--- src/bms_pkg.sv ---
// Package of constants and types for the backplane memory slave interface
package bms_pkg;
    localparam int          ADDR_W        = 22;
    localparam int          DATA_W        = 16;
    localparam int          MEM_AW        = 8;
    localparam int          MEM_DEPTH     = 256;
    localparam int          CLK_PERIOD_NS = 25;
    localparam int          DATA_VALID_NS = 125;
    localparam int          DATA_VALID_CYC = (DATA_VALID_NS / CLK_PERIOD_NS < 1) ? 1
                                           : DATA_VALID_NS / CLK_PERIOD_NS;
    localparam int          ADDR_WIN_NS   = 25;
    localparam int          ADDR_WIN_CYC  = (ADDR_WIN_NS / CLK_PERIOD_NS < 1) ? 1
                                           : ADDR_WIN_NS / CLK_PERIOD_NS;
    localparam logic [4:0]  REPLY_DLY     = 5'h02;
    localparam int          CSR_ADDR_LSB  = 1;
    localparam int          CSR_ADDR_MSB  = 12;
    localparam int          EXT_LSB       = 18;
    localparam int          EXT_MSB       = 21;
    localparam int          PAR_ERR_LINE  = 16;
    localparam int          ERR_EN_LINE   = 17;
    localparam int          CSR_FORCE_BIT = 2;
    localparam int          CSR_ERR_BIT   = 15;
    localparam int          BYTE_SEL_BIT  = 0;
    localparam logic [15:0] CSR_RESET     = 16'h0000;
    localparam logic [17:0] DAL_ZERO      = 18'h00000;

    typedef enum logic [4:0] {
        BMS_IDLE  = 5'b00001,
        BMS_ADDR  = 5'b00010,
        BMS_WAIT  = 5'b00100,
        BMS_REPLY = 5'b01000,
        BMS_DONE  = 5'b10000
    } bms_state_t;
endpackage : bms_pkg

--- src/bms_sync_if.sv ---
// Interface carrying synchronised bus control levels
`timescale 1ns/1ps
interface bms_sync_if;
    logic sync;
    logic din;
    logic dout;
    logic wtbt;
    logic bs7;
    logic dcok;
    logic init;
    modport src (output sync, din, dout, wtbt, bs7, dcok, init);
    modport dst (input  sync, din, dout, wtbt, bs7, dcok, init);
endinterface : bms_sync_if

--- src/bms_sync.sv ---
// Three-stage input synchroniser for the bus control lines
`timescale 1ns/1ps
module bms_sync (
    input  wire logic     clk_i,
    input  wire logic     rst_n_i,
    input  wire logic [6:0] raw_i,
    bms_sync_if.src       sif
);
    logic [6:0] s1;
    logic [6:0] s2;
    logic [6:0] s3;
    logic [6:0] stable;
    logic [6:0] next_stable;

    always_comb begin
        for (int i = 0; i < 7; i++) begin
            next_stable[i] = (s2[i] == s3[i]) ? s3[i] : stable[i];
        end
    end

    always_ff @(posedge clk_i) begin
        if (!rst_n_i) begin
            s1     <= 7'h00;
            s2     <= 7'h00;
            s3     <= 7'h00;
            stable <= 7'h00;
        end else begin
            s1     <= raw_i;
            s2     <= s1;
            s3     <= s2;
            stable <= next_stable;
        end
    end

    assign sif.sync = stable[0];
    assign sif.din  = stable[1];
    assign sif.dout = stable[2];
    assign sif.wtbt = stable[3];
    assign sif.bs7  = stable[4];
    assign sif.dcok = stable[5];
    assign sif.init = stable[6];
endmodule : bms_sync

--- src/bms_slave.sv ---
// Slave bus interface of a memory card on a multiplexed backplane bus
`timescale 1ns/1ps
module bms_slave
    import bms_pkg::*;
(
    input  wire logic              clk_i,
    input  wire logic              rst_n_i,
    input  wire logic              sync_n_i,
    input  wire logic              din_n_i,
    input  wire logic              dout_n_i,
    input  wire logic              wtbt_n_i,
    input  wire logic              bs7_n_i,
    input  wire logic              dcok_i,
    input  wire logic              init_n_i,
    input  wire logic [ADDR_W-1:0] dal_i,
    input  wire logic              ext_addr_en_i,
    input  wire logic [ADDR_W-1:0] start_addr_i,
    input  wire logic [ADDR_W-1:0] mem_size_i,
    input  wire logic [12:1]       csr_addr_i,
    input  wire logic              block_ok_i,
    output logic [17:0]            dal_o,
    output logic [17:0]            dal_oe_o,
    output logic                   rply_o,
    output logic                   ref_o,
    output logic                   par_err_led_o
);
    bms_sync_if sif ();
    logic [ADDR_W-1:0] dal_q1, dal_q2, dal_q3;
    logic [6:0]        raw_ctl;

    // Strobes turned active high before synchronising
    assign raw_ctl = {~init_n_i, dcok_i, ~bs7_n_i, ~wtbt_n_i, ~dout_n_i, ~din_n_i, ~sync_n_i};

    bms_sync u_sync (
        .clk_i   (clk_i),
        .rst_n_i (rst_n_i),
        .raw_i   (raw_ctl),
        .sif     (sif)
    );

    bms_state_t        state, next_state;
    logic [ADDR_W-1:0] addr, next_addr;
    logic              is_write, next_is_write;
    logic              is_csr, next_is_csr;
    logic              byte_hi, next_byte_hi;
    logic              sync_d, next_sync_d;
    logic [4:0]        cnt, next_cnt;
    logic [15:0]       ctrl_status_register, next_csr;
    logic [17:0]       dal_r, next_dal_r;
    logic [17:0]       oe_r, next_oe_r;
    logic              rply_r, next_rply_r;
    logic              ref_r, next_ref_r;
    logic              led_r, next_led_r;

    // Word store and its per-byte parity bits
    logic [15:0]       mem [MEM_DEPTH];
    logic [1:0]        par [MEM_DEPTH];
    logic              wr_en;
    logic [15:0]       wr_word;
    logic [1:0]        wr_par;
    logic [MEM_AW-1:0] idx;
    logic              in_range;
    logic [ADDR_W-1:0] dec_addr;
    logic [ADDR_W-1:0] off;
    logic [1:0]        perr;

    // Address lines sampled three deep, one register fewer than the strobes (which also pass the stable stage)
    always_ff @(posedge clk_i) begin
        if (!rst_n_i) begin
            dal_q1 <= '0;
            dal_q2 <= '0;
            dal_q3 <= '0;
        end else begin
            dal_q1 <= dal_i;
            dal_q2 <= dal_q1;
            dal_q3 <= dal_q2;
        end
    end

    // Range decode of the address captured at the strobe edge
    always_comb begin
        dec_addr = dal_q3;
        if (!ext_addr_en_i) begin
            dec_addr[EXT_MSB:EXT_LSB] = 4'h0;
        end
        off      = dec_addr - start_addr_i;
        in_range = (dec_addr >= start_addr_i) && (off < mem_size_i);
    end

    assign idx  = addr[MEM_AW:1];

    // Parity mismatch of the addressed word, one flag per byte
    assign perr = {^mem[idx][15:8] != par[idx][1], ^mem[idx][7:0] != par[idx][0]};

    // Transfer sequencer: next state and next outputs
    always_comb begin
        next_state    = state;
        next_addr     = addr;
        next_is_write = is_write;
        next_is_csr   = is_csr;
        next_byte_hi  = byte_hi;
        next_sync_d   = sif.sync;
        next_cnt      = cnt;
        next_csr      = ctrl_status_register;
        next_dal_r    = dal_r;
        next_oe_r     = oe_r;
        next_rply_r   = rply_r;
        next_ref_r    = ref_r;
        next_led_r    = led_r;
        wr_en         = 1'b0;
        wr_word       = mem[idx];
        wr_par        = par[idx];

        if (sif.init) begin
            next_csr = CSR_RESET;
        end

        case (state)
            BMS_IDLE: begin
                next_dal_r  = DAL_ZERO;
                next_oe_r   = DAL_ZERO;
                next_rply_r = 1'b0;
                next_ref_r  = 1'b0;
                if (sif.sync && !sync_d && sif.dcok) begin
                    // Address taken only at strobe's leading edge
                    next_addr     = dec_addr;
                    next_is_write = sif.wtbt;
                    next_byte_hi  = dal_q3[BYTE_SEL_BIT];
                    next_is_csr   = sif.bs7 &&
                        (dal_q3[CSR_ADDR_MSB:CSR_ADDR_LSB] == csr_addr_i);
                    next_cnt      = 5'h00;
                    if ((sif.bs7 && dal_q3[CSR_ADDR_MSB:CSR_ADDR_LSB] == csr_addr_i)
                        || (!sif.bs7 && in_range)) begin
                        next_state = BMS_WAIT;
                    end else begin
                        next_state = BMS_DONE;
                    end
                end
            end

            BMS_WAIT: begin
                // Cycle kind chosen from data strobes
                if (!sif.sync) begin
                    next_state = BMS_IDLE;
                end else if (!sif.dcok) begin
                    // Power lost mid-cycle: no answer at all
                    next_state = BMS_DONE;
                end else if (sif.din && !is_write) begin
                    next_dal_r[15:0] = is_csr ? ctrl_status_register : mem[idx];
                    if (!is_csr) begin
                        next_dal_r[PAR_ERR_LINE] = |perr;
                        next_dal_r[ERR_EN_LINE]  = ctrl_status_register[CSR_ERR_BIT] | (|perr);
                        if (|perr) begin
                            next_led_r = 1'b1;
                        end
                    end
                    next_oe_r   = 18'h3FFFF;
                    next_cnt    = 5'h00;
                    next_state  = BMS_REPLY;
                end else if (sif.dout) begin
                    if (is_csr) begin
                        next_csr = dal_q3[15:0];
                    end else begin
                        wr_en = 1'b1;
                        if (sif.wtbt) begin
                            if (byte_hi) begin
                                wr_word[15:8] = dal_q3[15:8];
                            end else begin
                                wr_word[7:0] = dal_q3[7:0];
                            end
                        end else begin
                            wr_word = dal_q3[15:0];
                        end
                        wr_par = {^wr_word[15:8], ^wr_word[7:0]} ^
                                 {2{ctrl_status_register[CSR_FORCE_BIT]}};
                    end
                    next_rply_r = 1'b1;
                    next_ref_r  = block_ok_i;
                    next_state  = BMS_DONE;
                end
            end

            BMS_REPLY: begin
                // Data driven first, reply follows well inside 125 ns
                next_cnt = cnt + 5'h01;
                if (cnt >= REPLY_DLY - 5'h01) begin
                    next_rply_r = 1'b1;
                    next_ref_r  = block_ok_i;
                end
                // Master has taken the data: stop driving
                if (!sif.din && rply_r) begin
                    next_rply_r = 1'b0;
                    next_oe_r   = DAL_ZERO;
                    next_state  = sif.bs7 ? BMS_WAIT : BMS_DONE;
                end
                if (!sif.sync) begin
                    next_rply_r = 1'b0;
                    next_oe_r   = DAL_ZERO;
                    next_state  = BMS_IDLE;
                end
            end

            BMS_DONE: begin
                // Writes and refused cycles wait for the strobes to go
                if (!sif.dout && !sif.din) begin
                    next_rply_r = 1'b0;
                    if (rply_r && sif.bs7) begin
                        next_state = BMS_WAIT;
                    end
                end
                if (!sif.sync) begin
                    next_rply_r = 1'b0;
                    next_oe_r   = DAL_ZERO;
                    next_state  = BMS_IDLE;
                end
            end

            default: begin
                next_state = BMS_IDLE;
            end
        endcase

        // Block flag only ever stands alongside the reply
        if (!next_rply_r) begin
            next_ref_r = 1'b0;
        end
    end

    // Sequencer registers
    always_ff @(posedge clk_i) begin
        if (!rst_n_i) begin
            state    <= BMS_IDLE;
            addr     <= '0;
            is_write <= 1'b0;
            is_csr   <= 1'b0;
            byte_hi  <= 1'b0;
            sync_d   <= 1'b0;
            cnt      <= 5'h00;
            ctrl_status_register      <= CSR_RESET;
            dal_r    <= DAL_ZERO;
            oe_r     <= DAL_ZERO;
            rply_r   <= 1'b0;
            ref_r    <= 1'b0;
            led_r    <= 1'b0;
        end else begin
            state    <= next_state;
            addr     <= next_addr;
            is_write <= next_is_write;
            is_csr   <= next_is_csr;
            byte_hi  <= next_byte_hi;
            sync_d   <= next_sync_d;
            cnt      <= next_cnt;
            ctrl_status_register      <= next_csr;
            dal_r    <= next_dal_r;
            oe_r     <= next_oe_r;
            rply_r   <= next_rply_r;
            ref_r    <= next_ref_r;
            led_r    <= next_led_r;
        end
    end

    // Storage array, no reset
    always_ff @(posedge clk_i) begin
        if (wr_en) begin
            mem[idx] <= wr_word;
            par[idx] <= wr_par;
        end
    end

    // Outputs straight from flip-flops
    assign dal_o         = dal_r;
    assign dal_oe_o      = oe_r;
    assign rply_o        = rply_r;
    assign ref_o         = ref_r;
    assign par_err_led_o = led_r;
endmodule : bms_slave

--- config.mk ---
export PLATFORM = sky130hd
export DESIGN_NAME = bms_slave
export DESIGN_NICKNAME = d
export VERILOG_FILES = /design/src/bms_pkg.sv /design/src/bms_sync_if.sv /design/src/bms_sync.sv /design/src/bms_slave.sv
export SDC_FILE = /design/constraint.sdc
export NUM_CORES = 2
export LEC_CHECK = 0
export BUFFER_PORTS_ARGS = -buffer_cell sky130_fd_sc_hd__buf_2
export CORE_ASPECT_RATIO = 0.7
export CORE_MARGIN = 8
export CORE_UTILIZATION = 55
export CTS_BUF_LIST = sky130_fd_sc_hd__clkbuf_8
export CTS_CLUSTER_SIZE = 8
export DETAILED_ROUTE_END_ITERATION = 16
export PLACE_DENSITY = 0.71
export SLEW_MARGIN = 20
export SYNTH_ARGS = -nofsm -noshare
export SYNTH_HDL_FRONTEND = slang
export SYNTH_HIERARCHICAL = 1
export SYNTH_MEMORY_MAX_BITS = 65536
export SYNTH_SLANG_ARGS = --single-unit
export TNS_END_PERCENT = 20
--- constraint.sdc ---
create_clock -name clk_i -period 22.2 [get_ports clk_i]
set_input_delay 4.44 -clock clk_i [delete_from_list [all_inputs] [get_ports clk_i]]
set_output_delay 4.44 -clock clk_i [all_outputs]
set_load 0.02 [all_outputs]
# Word-level counts from Yosys, hierarchy flattened
# Memory sizes are Yosys's and may differ from the RTL's. A register that Yosys moved wholly into a read port is not among the register bits.
# Cells that the tools add are included.
classes:
  reduce_logical: 32
  addsub: 2
  magnitude_cmp: 3
  mux: 88
  n_eq_ne: 27
  bitwise: 9
op_table:
  columns: ["cell", "count"]
  rows:
  - ["$mux W16", 21]
  - ["$mux W18", 9]
  - ["$mux W5", 16]
  - ["$pmux W18 S4", 1]
  - ["$mux W8", 6]
  - ["$pmux W18 S2", 1]
  - ["$reduce_xor A8 Y1", 4]
  - ["$ge A22 B22 Y1", 1]
  - ["$lt A22 B22 Y1", 1]
  - ["$mux W1", 22]
  - ["$sub A22 B22 Y22", 1]
  - ["$pmux W5 S4", 1]
  - ["$reduce_and A6 Y1", 3]
  - ["$pmux W5 S3", 1]
  - ["$reduce_and A5 Y1", 3]
  - ["$mux W2", 7]
  - ["$eq A12 B12 Y1", 1]
  - ["$ne A2 B2 Y1 const B", 6]
  - ["$logic_and A1 B1 Y1", 9]
  - ["$ne A3 B3 Y1 const B", 3]
  - ["$eq A1 B1 Y1", 7]
  - ["$not A1 Y1", 7]
  - ["$ne A2 B1 Y1 const B", 3]
  - ["$add A5 B1 Y5 const B", 1]
  - ["20 further kinds", 26]
word_totals:
  in_bits: 89
  mem_count: 2
  mem_bits_rw: 4608
  elab_cells: 190
  register_bits: 172
memory_table:
  columns: ["name", "words", "width", "read_ports", "rd_clocked_by_memory_dff", "wr", "line_no", "text"]
  rows:
  - ["mem", 256, 16, 1, 1, 1, "bms_slave.sv:56", "logic [15:0] mem [MEM_DEPTH];"]
  - ["par", 256, 2, 1, 1, 1, "bms_slave.sv:57", "logic [1:0] par [MEM_DEPTH];"]

# Logic depth before layout (Yosys ltp)
depth:
  word_depth: 16
  ltp_mapped: 29

# Modules after synthesis
# The synthesis kept the hierarchy.
by_module_without_submodules:
  columns: ["mod", "cells_each", "area_per_inst_um2", "instances"]
  rows:
  - ["bms_slave", 8366, 183551.0, 1]
  - ["bms_sync", 72, 828.3, 1]

# Least setup slack after synthesis
# OpenSTA, ideal clock, no wires.
synth_timing:
  path_type: "reg2reg"
  startpoint: "register (tool-made name)"
  endpoint: "memory mem[0][4], data pin"
  stages_incl_launch_ff: 15
  slack_ns: 7.585
  t_arrival_ns: 12.428
  period_less_slack_ns: 14.615
  path_cell_list: "dfxtp_1 -> buf_6 -> buf_12 -> buf_8 -> buf_8 -> buf_6 -> buf_6 -> nand3_1 -> o221ai_1 -> a21oi_1 -> a22o_1 -> a2111oi_0 -> a31oi_1 -> o21a_1 -> o21ai_0"
synth_rtl:
  columns: ["element", "line_no"]
  rows:
  - ["end: declaration", "bms_slave.sv:56"]

==> impl_metrics.json <==
{
  "vias": 94800,
  "cts.sinks": 4769,
  "syn_inst": 8438,
  "postCtsSetupRepairBufs": 0,
  "cts_max_level": 6,
  "crit_path_end_kind": "flop",
  "drc": 0,
  "antenna_found_initial": 29,
  "routedWlPerCell_um": 37.0,
  "p_int_mw": 12.6,
  "worst_pin_slew_ns": 1.27,
  "r2r_setup_slack_ns": 12.01,
  "die_w_um": 708,
  "syn_area_per_cell_um2": 21.9,
  "crit_buf_inv": 7,
  "hold_violations": 0,
  "synth_warnings": 6,
  "power_density_mw_per_mm2": 77.6,
  "path_delay_family": "buffers and inverters",
  "pin_count": 128,
  "drt-pass1-iter-count": 6,
  "grt_use_total_pct": 28.6,
  "clockBufferDepth": 4,
  "crit_top_cell": "buf_4",
  "fin_crit_sh_pct": 45.9,
  "rows": 178,
  "core-area_mm2": 0.335,
  "cts_resized": 0,
  "max_slew_margin_pct": 15.2,
  "syn_to_final_growth_pct": 10.4,
  "dpl.cell_count": 13000,
  "power.share.clock_pct": 38.1,
  "clk_pin_slew_ns": 0.07,
  "dieArea_mm2": 0.354,
  "first_global_vias": 93300,
  "grt_pass1_wl_mm": 716,
  "critPathMaxFanout": 92,
  "synth_nets": 8573,
  "gp_congestion": 0.890,
  "min_period_ns": 10.19,
  "setup_tns_ns": 0,
  "maxCapViolations": 0,
  "p_leak_nw": 62.3,
  "synth_area_mm2": 0.184,
  "rsz0062_at_grt": "false",
  "grt.overflow.total": 0,
  "cts_tree": "yes",
  "ys_seq_area_share_pct": 76.8,
  "report.final.slew_viol_count": 0,
  "fin_worst_skew_ns": 0.0564,
  "drive_gt1_share_pct": 30.7,
  "route.final.wire_length_mm": 516,
  "worst_hold_path_type": "flop to flop",
  "portBuffers": 127,
  "fin_cells": 13900,
  "reg2reg_depth": 19,
  "finalNetCount": 9349,
  "critPathArrivalTime_ns": 10.92,
  "initial_utilization_pct": 55.1,
  "p_sw_mw": 3.16,
  "synth.distinct_cells": 78,
  "combPwrFrac_pct": 0.3,
  "worstSetupPathType": "flop to flop",
  "outcome": "finished, final reports clean",
  "clk_latency_ns": 1.11,
  "root_buffer": "clkbuf_8",
  "critical_path_required_ns": 22.93,
  "synth-edff-count": 4608,
  "ir_drop_mv": 0.0628,
  "cp_slowest_cell": "o21ai_4",
  "place_hpwl_mm": 303,
  "crit_chain": "buf_12 > buf_4 > buf_4 > buf_4 > buf_4 > mux4_2 > a22oi_1 > a21oi_1 > nor2_1 > a22oi_1 > and4b_1 > xnor2_1 > o21ai_0 > xnor2_1 > xnor2_1 > xnor2_1 > o21ai_4 > buf_4 > buf_4",
  "netSwitchingFraction_pct": 20.0,
  "cpPeakStageDelay_ns": 0.85,
  "hold_ws_ns": 0.421,
  "final.setup.worst_slack_ns": 12.01,
  "cts_hold_buffers": 0,
  "rr_endpoint": "par[115][1]",
  "start_kind": "flop",
  "synth_ff_type": "edfxtp_1",
  "numCtsBuffers": 690,
  "drt_iter0_drc": 16000,
  "grt_max_degree": 253,
  "setup_viol": 0,
  "via_per_inst": 6.80,
  "synth-seq-cells": 4769,
  "place_ws_ns": 11.96,
  "p_seq_share_pct": 61.6,
  "critPathCapture": "par[115][1]",
  "min-delay-start": "dal_q1[3]",
  "path_depth": 19,
  "ant_nets": 0,
  "max_freq_mhz": 98.2,
  "die_h_um": 500,
  "async_flop_share_pct": 0
}
[metrics by stage]
stage | cell area (µm²) | power, mW | util, %
floorplan | 184000 | 9.94 | -
global placement | 192000 | 9.97 | 57.5
detailed placement | 193000 | 9.97 | 57.5
CTS | 203000 | 15.8 | 60.7
global route | 203000 | 16.2 | 60.8
finish | 204000 | 15.8 | 60.8
[cell usage after synthesis (all sizes together), types with 8 or more instances]
master	number	area [µm²]
a2111oi	15	131
nor4	19	119
inv	74	278
dfxtp	161	3220
nor3	24	125
nand2b	16	100
and2	102	638
mux4	1214	27300
clkbuf	153	576
o221ai	29	254
xnor2	39	342
a22oi	165	1240
a21boi	13	97.6
nand3b	23	173
o211ai	9	67.6
buf	321	2170
ha	45	563
mux2i	186	1860
a21o	11	82.6
a22o	42	368
nand2	202	761
mux2	48	541
a221oi	33	302
a32oi	9	78.8
nor2b	43	269
nor2	356	1340
a211oi	43	323
nand4	31	194
o21ai	71	359
nand3	53	265
a21oi	135	676
and3	8	50.1
o22ai	31	194
xor2	25	219
edfxtp	4608	138000
[state kept, by name, indices dropped and copies added, names as in the netlist, 4 cells and up, named ones only]
register / flops
state: 4
u_sync/s3: 7
u_sync/s2: 7
mem: 4096
dal_q1: 22
dal_q2: 22
par: 512
u_sync/stable: 7
u_sync/s1: 7
dal_q3: 22
dal_o: 18
ctrl_status_register: 16
cnt: 5
addr: 9
[layer usage]
layer	vias to the layer above	global-route usage [%]	part of all wire, %
li1	36700	-	-
met1	49600	41.5	37
met2	7499	40.1	43
met3	1090	10.7	16
met4	6	10.0	3.9
met5	-	0	0.0081
[worst register-to-register path: stages, from the launching register on]
cell	delay, ns
dfxtp_4	0.67
buf_12	0.54
buf_4	0.89
buf_4	0.80
buf_4	0.60
buf_4	0.57
mux4_2	0.62
a22oi_1	0.22
a21oi_1	0.12
nor2_1	0.79
a22oi_1	0.35
and4b_1	0.38
xnor2_1	0.24
o21ai_0	0.13
xnor2_1	0.23
xnor2_1	0.17
xnor2_1	0.13
o21ai_4	0.85
buf_4	0.58
buf_4	0.80
[power groups by stage]
stage	clock, mW	combinational, mW	sequential [mW]
floorplan	0	0.0346	9.91
global placement	0	0.0543	9.91
detailed placement	0	0.0538	9.91
CTS	6.06	0.0545	9.72
global route	6.43	0.0614	9.72
finish	6.01	0.0545	9.72
[cell families (layout without fill, tap and decap cells)]
| family | count (synthesis) | count (layout) | synth area share [%] |
|---|---|---|---|
| adders and majority gates | 46 | 46 | 0.316 |
| xor gates and xnor gates | 64 | 64 | 0.304 |
| and+or+nand+nor | 914 | 914 | 2.35 |
| DFF | 4769 | 4769 | 76.8 |
| AOI/OAI and AO/OA | 649 | 649 | 2.46 |
| other | 0 | 17 | 0 |
| muxes | 1448 | 1448 | 16.1 |
| buffers and inverters | 548 | 1531 | 1.64 |
[area by class of cell]
class	instances	area (µm²)
inverter	74	288
clock inverter	187	852
timing repair buffer	558	4160
multi-input combinational	3121	41100
antenna	17	42.5
sequential	4769	142000
fill	22700	131000
tap	4500	5630
clock buffer	712	9800
[layout by cell type, fill, tap and decap left out, types with 13 or more instances in the layout]
cell	n
edfxtp_1	4608
mux4_2	1214
clkbuf_8	712
buf_4	407
nor2_2	211
inv_1	207
nand2_1	190
mux2i_1	184
a22oi_1	165
dfxtp_1	155
a21oi_1	134
buf_2	128
and2_1	99
nor2_1	96
o21ai_0	60
nor2_4	49
nand3_1	45
ha_1	45
a211oi_1	43
a22o_1	42
xnor2_1	39
mux2_2	39
nor2b_1	36
a221oi_1	31
nand4_1	31
o22ai_1	31
o221ai_1	29
xor2_1	25
nand3b_1	23
nor3_1	22
clkinv_1	21
diode_2	17
clkinvlp_4	17
nand2b_1	16
nor4_1	16
a2111oi_0	13
a21boi_0	13
[worst min path at each step]
| stage | end | slack [ns] | cells after the start |
|---|---|---|---|
| 2_1_floorplan | u_sync/s2[4] | 0.41 | 1 |
| 3_3_place_gp | dal_q2[21] | 0.41 | 1 |
| 3_5_place_dp | dal_q3[12] | 0.42 | 1 |
| 4_1_cts | dal_q2[3] | 0.42 | 1 |
| 5_1_grt | dal_q3[5] | 0.45 | 1 |
| 6_report | dal_q2[3] | 0.42 | 1 |
Power figures use the tool's default switching activity.
